## src/design/reset_boot_config_consts.svh

```systemverilog
// constants for the reset configuration and bus clock ratio block
// assumes a 200 MHz mclk and a plain one-cycle register port
`ifndef RESET_BOOT_CONFIG_CONSTS_SVH
`define RESET_BOOT_CONFIG_CONSTS_SVH

// register offsets (byte addresses on the register port)
`define OFF_INTEG_CFG 8'h00
`define OFF_MACH_B_MODE 8'h04
`define OFF_PA_ASSIGN 8'h08
`define OFF_PA_DIR 8'h0C
`define OFF_PB_ASSIGN 8'h10
`define OFF_PB_DIR 8'h14
`define OFF_PC_ASSIGN 8'h18
`define OFF_PC_DIR 8'h1C
`define OFF_STATUS 8'h20
`define OFF_CFG_WORD 8'h24

// integration module configuration register fields
`define CFG_DBG_LSB 0
`define CFG_DBG_MSB 1
`define CFG_HALF_BIT 2
`define CFG_ALIGN_BIT 3
// machine B mode register: line 4 disable bit
`define MB_LINE4_DIS_BIT 0
// status register fields
`define ST_USE_WORD_BIT 0
`define ST_HARD_RESET_BIT 1
`define ST_CONFIG_OK_BIT 2
`define ST_HALF_BIT 3

// reset values
`define DBG_RESET 2'h0
`define ALIGN_RESET 1'b1
`define MB_RESET 32'h0000_0001
`define PORT_RESET 16'h0000
// port A bits 5..9 and 12..13, bit 0 being the msb of 16
`define PA_ZERO_MASK 16'h07CC
// debug field pattern X1: only the low bit is checked
`define DBG_REQ_MASK 2'h1

// bus clock limits and rate
`define BUS_MAX_MHZ 80
`define MCLK_MHZ 200

`endif

```

## src/design/reset_boot_config_pkg.sv

```systemverilog
// types for the reset configuration and bus clock ratio block
// assumes the constants header is included by the design file
package reset_boot_config_pkg;

    // word presented on the data pins during hard reset
    typedef struct packed {
        logic [28:0] spare;
        logic half_speed;
        logic [1:0] debug_pin_config_field;
    } hard_reset_config_word_t;

    typedef struct packed {
        logic [7:0] addr;
        logic [31:0] wdata;
        logic wr;
        logic rd;
    } reg_req_t;

endpackage : reset_boot_config_pkg

```

## src/design/reset_boot_config.sv

```systemverilog
// reset configuration capture, boot register set and bus clock ratio
// assumes pins arrive asynchronous to mclk and software uses the plain port
//
// The placing of the registers and the address-and-strobe port were chosen for this implementation.
`timescale 1ns/1ps
`default_nettype none
`include "reset_boot_config_consts.svh"

module reset_boot_config #(
    parameter int CORE_MHZ = 133,
    parameter int PORT_W = 16
) (
    input wire logic mclk,
    input wire logic rst_b,
    input wire logic hard_reset_pin_b,
    input wire logic reset_config_select_pin_b,
    input wire reset_boot_config_pkg::hard_reset_config_word_t hard_reset_config_word,
    input wire logic external_ref_clock,
    input wire reset_boot_config_pkg::reg_req_t req,
    output logic [31:0] rdata,
    output logic bus_clock_output,
    output logic use_word,
    output logic half_speed_active,
    output logic config_ok
);

    logic [1:0] rst_sync_reg;
    logic rst_n;
    logic [1:0] hr_sync_reg;
    logic [1:0] sel_sync_reg;
    logic [2:0] ref_sync_reg;
    reset_boot_config_pkg::hard_reset_config_word_t word_s1_reg;
    reset_boot_config_pkg::hard_reset_config_word_t word_s2_reg;
    logic hr_act;
    logic hr_prev_reg;
    logic hr_fall;
    logic cfg_sample_reg;
    logic use_word_reg;
    reset_boot_config_pkg::hard_reset_config_word_t word_cap_reg;
    logic [1:0] dbg_reg;
    logic half_req_reg;
    logic align_reg;
    logic [31:0] mb_reg;
    logic [PORT_W-1:0] pa_asg_reg, pa_dir_reg, pb_asg_reg, pb_dir_reg, pc_asg_reg, pc_dir_reg;
    logic half_reg;
    logic ok_reg;
    logic ok_next;
    logic ref_rise;
    logic align_evt;
    logic div_reg;
    logic bus_clk_reg;
    logic [31:0] rdata_reg;
    logic sw_wr;

    localparam logic HALF_FORCED = (CORE_MHZ > `BUS_MAX_MHZ);

    always_ff @(posedge mclk or negedge rst_b) begin
        if (!rst_b) begin
            rst_sync_reg <= 2'h0;
        end else begin
            rst_sync_reg <= {rst_sync_reg[0], 1'b1};
        end
    end
    assign rst_n = rst_sync_reg[1];

    // pin synchronisers; the second stage is read, and for the reference edge the third stage as well
    always_ff @(posedge mclk or negedge rst_n) begin
        if (!rst_n) begin
            hr_sync_reg <= 2'h0; // reads as asserted, so no false release after reset
            sel_sync_reg <= 2'h3;
            ref_sync_reg <= 3'h0;
            word_s1_reg <= '0;
            word_s2_reg <= '0;
        end else begin
            hr_sync_reg <= {hr_sync_reg[0], hard_reset_pin_b};
            sel_sync_reg <= {sel_sync_reg[0], reset_config_select_pin_b};
            ref_sync_reg <= {ref_sync_reg[1:0], external_ref_clock};
            word_s1_reg <= hard_reset_config_word;
            word_s2_reg <= word_s1_reg;
        end
    end

    assign hr_act = !hr_sync_reg[1];
    assign hr_fall = hr_prev_reg && !hr_act;
    assign ref_rise = ref_sync_reg[1] && !ref_sync_reg[2];
    assign align_evt = align_reg && ref_rise;
    // software writes are refused while hard reset is asserted
    assign sw_wr = req.wr && !hr_act;

    // sample the select level during hard reset, hold it after release
    always_ff @(posedge mclk or negedge rst_n) begin
        if (!rst_n) begin
            hr_prev_reg <= 1'b1;
            cfg_sample_reg <= 1'b0;
            use_word_reg <= 1'b0;
            word_cap_reg <= '0;
        end else begin
            hr_prev_reg <= hr_act;
            if (hr_act) begin
                cfg_sample_reg <= !sel_sync_reg[1];
                word_cap_reg <= word_s2_reg;
            end
            if (hr_fall) begin
                use_word_reg <= cfg_sample_reg;
            end
        end
    end

    // integration module configuration register
    always_ff @(posedge mclk or negedge rst_n) begin
        if (!rst_n) begin
            dbg_reg <= `DBG_RESET;
            half_req_reg <= 1'b0;
            align_reg <= `ALIGN_RESET;
        end else if (hr_fall) begin
            if (cfg_sample_reg) begin
                dbg_reg <= word_cap_reg.debug_pin_config_field;
                half_req_reg <= word_cap_reg.half_speed;
            end else begin
                dbg_reg <= `DBG_RESET;
                half_req_reg <= 1'b0;
            end
        end else if (sw_wr && req.addr == `OFF_INTEG_CFG) begin
            dbg_reg <= req.wdata[`CFG_DBG_MSB:`CFG_DBG_LSB];
            half_req_reg <= req.wdata[`CFG_HALF_BIT];
            align_reg <= req.wdata[`CFG_ALIGN_BIT];
        end
    end

    // machine B mode and port registers, written by boot code
    always_ff @(posedge mclk or negedge rst_n) begin
        if (!rst_n) begin
            mb_reg <= `MB_RESET;
            pa_asg_reg <= `PORT_RESET;
            pa_dir_reg <= `PORT_RESET;
            pb_asg_reg <= `PORT_RESET;
            pb_dir_reg <= `PORT_RESET;
            pc_asg_reg <= `PORT_RESET;
            pc_dir_reg <= `PORT_RESET;
        end else if (sw_wr) begin
            case (req.addr)
                `OFF_MACH_B_MODE: mb_reg <= req.wdata;
                `OFF_PA_ASSIGN: pa_asg_reg <= req.wdata[PORT_W-1:0];
                `OFF_PA_DIR: pa_dir_reg <= req.wdata[PORT_W-1:0];
                `OFF_PB_ASSIGN: pb_asg_reg <= req.wdata[PORT_W-1:0];
                `OFF_PB_DIR: pb_dir_reg <= req.wdata[PORT_W-1:0];
                `OFF_PC_ASSIGN: pc_asg_reg <= req.wdata[PORT_W-1:0];
                `OFF_PC_DIR: pc_dir_reg <= req.wdata[PORT_W-1:0];
                default: ;
            endcase
        end
    end

    // mandatory boot settings all present
    always_comb begin
        ok_next = !hr_act
            && ((dbg_reg & `DBG_REQ_MASK) == `DBG_REQ_MASK)
            && (!use_word_reg || dbg_reg == word_cap_reg.debug_pin_config_field)
            && !mb_reg[`MB_LINE4_DIS_BIT]
            && ((pa_asg_reg & `PA_ZERO_MASK) == `PORT_RESET);
    end

    // a core above the bus limit forces half speed whatever software asks
    always_ff @(posedge mclk or negedge rst_n) begin
        if (!rst_n) begin
            half_reg <= 1'b1;
            ok_reg <= 1'b0;
        end else begin
            half_reg <= HALF_FORCED || half_req_reg;
            ok_reg <= ok_next;
        end
    end

    // bus clock: mclk/2 at 1:1, mclk/4 at half speed; the synchronised
    // reference edge lags the pin by two mclk cycles, inside phase tolerance
    always_ff @(posedge mclk or negedge rst_n) begin
        if (!rst_n) begin
            div_reg <= 1'b0;
            bus_clk_reg <= 1'b0;
        end else if (align_evt) begin
            div_reg <= 1'b0;
            bus_clk_reg <= 1'b1;
        end else if (half_reg) begin
            div_reg <= !div_reg;
            if (div_reg) begin
                bus_clk_reg <= !bus_clk_reg;
            end
        end else begin
            div_reg <= 1'b0;
            bus_clk_reg <= !bus_clk_reg;
        end
    end

    always_ff @(posedge mclk or negedge rst_n) begin
        if (!rst_n) begin
            rdata_reg <= 32'h0000_0000;
        end else if (req.rd) begin
            case (req.addr)
                `OFF_INTEG_CFG: rdata_reg <= {28'h0, align_reg, half_req_reg, dbg_reg};
                `OFF_MACH_B_MODE: rdata_reg <= mb_reg;
                `OFF_PA_ASSIGN: rdata_reg <= 32'(pa_asg_reg);
                `OFF_PA_DIR: rdata_reg <= 32'(pa_dir_reg);
                `OFF_PB_ASSIGN: rdata_reg <= 32'(pb_asg_reg);
                `OFF_PB_DIR: rdata_reg <= 32'(pb_dir_reg);
                `OFF_PC_ASSIGN: rdata_reg <= 32'(pc_asg_reg);
                `OFF_PC_DIR: rdata_reg <= 32'(pc_dir_reg);
                `OFF_STATUS: rdata_reg <= {28'h0, half_reg, ok_reg, hr_act, use_word_reg};
                `OFF_CFG_WORD: rdata_reg <= word_cap_reg;
                default: rdata_reg <= 32'h0000_0000;
            endcase
        end
    end

    assign rdata = rdata_reg;
    assign bus_clock_output = bus_clk_reg;
    assign use_word = use_word_reg;
    assign half_speed_active = half_reg;
    assign config_ok = ok_reg;
endmodule : reset_boot_config

`default_nettype wire

```

## config.mk

```make
export PLATFORM = sky130hd
export DESIGN_NAME = reset_boot_config
export DESIGN_NICKNAME = d
export VERILOG_FILES = /design/src/design/reset_boot_config_pkg.sv /design/src/design/reset_boot_config.sv
export VERILOG_INCLUDE_DIRS = /design/src /design/src/design
export SDC_FILE = /design/constraint.sdc
export NUM_CORES = 1
export LEC_CHECK = 0
export BUFFER_PORTS_ARGS = -buffer_cell sky130_fd_sc_hd__buf_2
export CAP_MARGIN = 20
export CORE_AREA = 2 2 275 141
export DETAILED_ROUTE_END_ITERATION = 6
export DIE_AREA = 0 0 277 143
export PLACE_DENSITY_LB_ADDON = 0.3
export SYNTH_ARGS = -nofsm -noshare
export SYNTH_HDL_FRONTEND = slang
export SYNTH_SLANG_ARGS = --single-unit
```

## constraint.sdc

```tcl
create_clock -name mclk -period 11.8 [get_ports mclk]
set_input_delay 1.18 -clock mclk [delete_from_list [all_inputs] [get_ports mclk]]
set_output_delay 1.18 -clock mclk [all_outputs]
set_load 0.01 [all_outputs]
```

# Word-level counts from Yosys, hierarchy flattened
# Index checks and enable logic that the tools add are counted.
# W data, S select, Z words.
# word_totals
regBits	275
latchBits	0
ramBits	0
romBits	0
input_bits	79
out_inout_bits	36
word_cells	80
mem_count	0
# classes
addsub	0
multipliers	0
div_mod_pow	0
magnitude_cmp	0
eq_ne	10
n_shift	0
n_mux	10
n_bitwise	1
n_reduce_logical	29
# ops
cell	count
$pmux W32 S10	1
$eq A8 B5 Y1 const B	4
$eq A8 B4 Y1 const B	2
$eq A8 B6 Y1 const B	2
$logic_not A16 Y1	1
$reduce_and A2 Y1	8
$logic_and A1 B1 Y1	9
$eq A8 B3 Y1 const B	1
$logic_not A8 Y1	1
$logic_not A1 Y1	7
$mux W1	6
$mux W2	3
$reduce_bool A2 Y1	2
$eq A2 B2 Y1	1
$logic_or A1 B1 Y1	1
$not A1 Y1	1

# Depth between registers and ports, before layout
# depth
word_depth	5
ltp_mapped	8
depth_no_buf	5

# Worst setup path before layout
# OpenSTA, ideal clock, no wires.
# synth_path
path_type	input -> register
start	input req[37] (netlist bit)
end	register pb_dir_reg[10]
setup_ns	0.125
arrival_ns	2.735
t_required_ns	11.675
slack_ns	8.940
stages	6
path_buffers	3
path_cell_list	buf_2 or4b_1 buf_2 nor2_4 buf_4 mux2_2
# synth_between
elab_chain_len	2
# synth_lines
item	line_no	source
from (decl)	reset_boot_config.sv:19	input wire reset_boot_config_pkg::reg_req_t req,
$eq A8 B5 Y1	reset_boot_config.sv:141	case (req.addr)
$reduce_and A2 Y1 (no source line)	n/a	
to (signal assigned)	reset_boot_config.sv:137	pb_dir_reg <= `PORT_RESET;
to (signal assigned)	reset_boot_config.sv:146	`OFF_PB_DIR: pb_dir_reg <= req.wdata[PORT_W-1:0];
to (decl)	reset_boot_config.sv:44	logic [PORT_W-1:0] pa_asg_reg, pa_dir_reg, pb_asg_reg, pb_dir_reg, pc_asg_reg, pc_dir_reg;
# Every way passes these cells.
# A chain may end at the register's enable or synchronous reset.

# Worst setup path in the final report
# layout_path
start	input req[38] (netlist bit)
end	register pc_dir_reg[9]
# layout_between
elab_chain_len	2
# layout_lines
item	line_no	source
$eq A8 B5 Y1	reset_boot_config.sv:141	
$reduce_and A2 Y1 (no source line)	n/a	
to (signal assigned)	reset_boot_config.sv:139	pc_dir_reg <= `PORT_RESET;
to (signal assigned)	reset_boot_config.sv:148	`OFF_PC_DIR: pc_dir_reg <= req.wdata[PORT_W-1:0];
to (decl)	reset_boot_config.sv:44	
# Every way passes these cells.

==> results.yml <==
place:
  io_buffers: 113
  place_congestion: 0.835
  hpwl_mm: 18.2
  dp_slack_ps: 7300
cts:
  cts_sinks: 275
  tritoncts: "done"
  postCtsSetupBuffers: 0
  cts_resized: 0
  cts_buffers: 28
  cts_root_buffer: "clkbuf_16"
  htreeDepth: 1
  clk_pin_slew_worst_paths_ps: 60
  clock_path_buffers: 3
  ctsHoldBuffers: 0
  clock_insertion_delay_worst_skew_ps: 540
critical_path:
  start_kind: "input port"
  critPathMostFrequentCell: "and3_1"
  slowest_delay_ps: 950
  worstSetupPathType: "in2reg"
  arrival_ps: 4400
  path_cells: "buf_2 -> nor4b_2 -> and3_1 -> and3_1 -> mux2_2"
  slowest_stage: "nor4b_2"
  worst-endpoint-required_ps: 12220
  crit_fanout: 35
  cp-end-kind: "flop"
grt:
  grt.total_usage_pct: 14.0
  grt_antenna_before_repair: 1
  grt_overflow_total: 0
  grt_max_degree: 158
  grt_pass1_wl_mm: 43.2
  grt_pass1_vias: 7086
route:
  vias: 6598
  drcViolationCount: 0
  first_iter_violations: 504
  finalWirelength_mm: 27.8
  vias_per_cell: 4.78
  dr.pass1.iters: 4
  wl_per_cell_um: 20.1
  drtAntennaViolNets: 0
final_layout:
  drive_gt1_share_pct: 38.8
  nets: 944
  fillCellCount: 3583
  area_delta_synth_final_pct: 17.8
  final_common_cell: "dfrtp_1"
  layout_common_cells: "268 x dfrtp_1, 122 x mux2_2, 113 x buf_2"
synthesis:
  synth_edf_count: 0
  yosys_warnings: 0
  synth_cells: 755
  synth_cell_type_count: 60
  async_flop_share_pct: 100
  seq_area_frac_synth_pct: 62.3
  synth_ff_type: "dfrtp_1"
  post_synth.cell_area_avg_um2: 14.6
  ys_ff_latch: 275
  netlist_area_um2: 11100
sta:
  report.final.hold_viol_count: 0
  setup_viol: 0
  min_period_ps: 3970
  maxSlewViolCount: 0
  worst_slack_ps: 7830
  fin_skew_ps: 8.66
  worst_pin_slew_ps: 1020
  setup_tns_ps: 0
  period_share_pct: 33.7
  slew_headroom_pct: 31.5
  rsz0062_at_grt: "false"
  clock.fmax_mhz: 252
floorplan:
  dieArea_um2: 39600
  die_h_um: 143
  die_w_um: 277
  io_pins: 115
  initial_core_util_pct: 29.9
  core-area_um2: 37000
  rows: 50
pwr:
  powerDensity_nw_per_um2: 157
  peakVddDrop_mv: 0.111
  p_total_mw: 2.04
  leakagePower_nw: 5.98
run:
  cap_violations: 0
outcome:
  run_status: "finished clean"
hold_path:
  min_path_type: "reg2async"
[path summary, 6_finish.rpt]
kind / start / to / slack (ps) / depth (start not counted)
setup / recovery: req[38] / pc_dir_reg[9] / 7830 / 5
hold / removal: rst_sync_reg[1] / word_s2_reg[16] / 340 / 0
setup reg to reg: hr_sync_reg[1] / mb_reg[31] / 9250 / 4
hold reg to reg: rst_sync_reg[1] / word_s2_reg[16] / 340 / 0
max in group asynchronous: rst_sync_reg[1] / pa_dir_reg[6] / 9360 / 2
min in group mclk: word_s1_reg[10] / word_s2_reg[10] / 350 / 0
[report_power, final]
group,leakage [nW],internal (mW),switching [mW]
registers,3.55,0.984,0.0239
logic,1.96,0.0471,0.0659
clock network,0.462,0.551,0.370
total,5.98,1.58,0.459
[Yosys cell counts, drive strengths merged, types with 2 or more instances]
cell,count,area [µm²]
o22ai,12,75.1
nor4b,4,47.6
a31oi,5,31.3
nand3b,2,15.0
a22o,3,26.3
dfrtp,270,6760
a21oi,17,85.1
mux2,166,1980
buf,27,214
inv,7,26.3
nor2b,2,12.5
nor4,5,46.3
nand3,15,92.6
a221oi,4,35.0
and3,4,25.0
nand2,32,120
mux4,2,45.0
nor2,26,171
a22oi,26,195
nor3b,4,35.0
o2bb2ai,20,175
nor3,8,40.0
dfstp,5,131
o21ai,13,65.1
mux2i,34,340
clkbuf,16,61.3
a211oi,3,22.5
o221ai,6,52.6
[routing by layer]
metal | track usage [%] | wire, µm | vias up | part of all wire [%]
li1 | - | - | 2982 | -
met1 | 18.5 | 12400 | 3467 | 45
met2 | 24.1 | 13700 | 110 | 49
met3 | 2.23 | 1060 | 39 | 3.8
met4 | 3.78 | 627 | 0 | 2.3
met5 | 0 | 0 | - | 0
[layout make-up]
cell class	instances	area, µm²	share of cell area [%]
Antenna cell	1	2.50	0.0192
Clock buffer	39	782	6.00
Clock inverter	12	183	1.40
Inverter	7	26.3	0.202
Multi-Input combinational cell	431	3870	29.8
Sequential cell	275	6890	52.9
Tap cell	494	618	4.75
Timing Repair Buffer	122	646	4.96
[critical path: cells and delay by family]
| family | cells | cell delay (ps) |
|---|---|---|
| multiplexers | 1 | 420 |
| buffers and inverters | 1 | 640 |
| AND/OR/NAND/NOR | 3 | 2120 |
[stage by stage]
stage          utilization (%)  area, µm²  hold slack [ps]  instances
2_1_floorplan                -      11100              331        756
3_3_place_gp              32.6      12100              332       1329
3_5_place_dp              32.6      12100              335       1329
4_1_cts                   35.2      13000              349       1380
5_1_grt                   35.2      13000              354       1381
6_report                  35.2      13000              345       1381
[kinds of logic after synthesis]
group           after synthesis  synth area share, %
compound gates              114                 7.30
xor+xnor                      2                0.158
buf+inv                      50                 2.73
flops                       275                 62.3
mux                         202                 21.4
other cells                   1               0.0339
simple gates                111                 6.11
No activity file was read; power rests on OpenSTA's default activity.
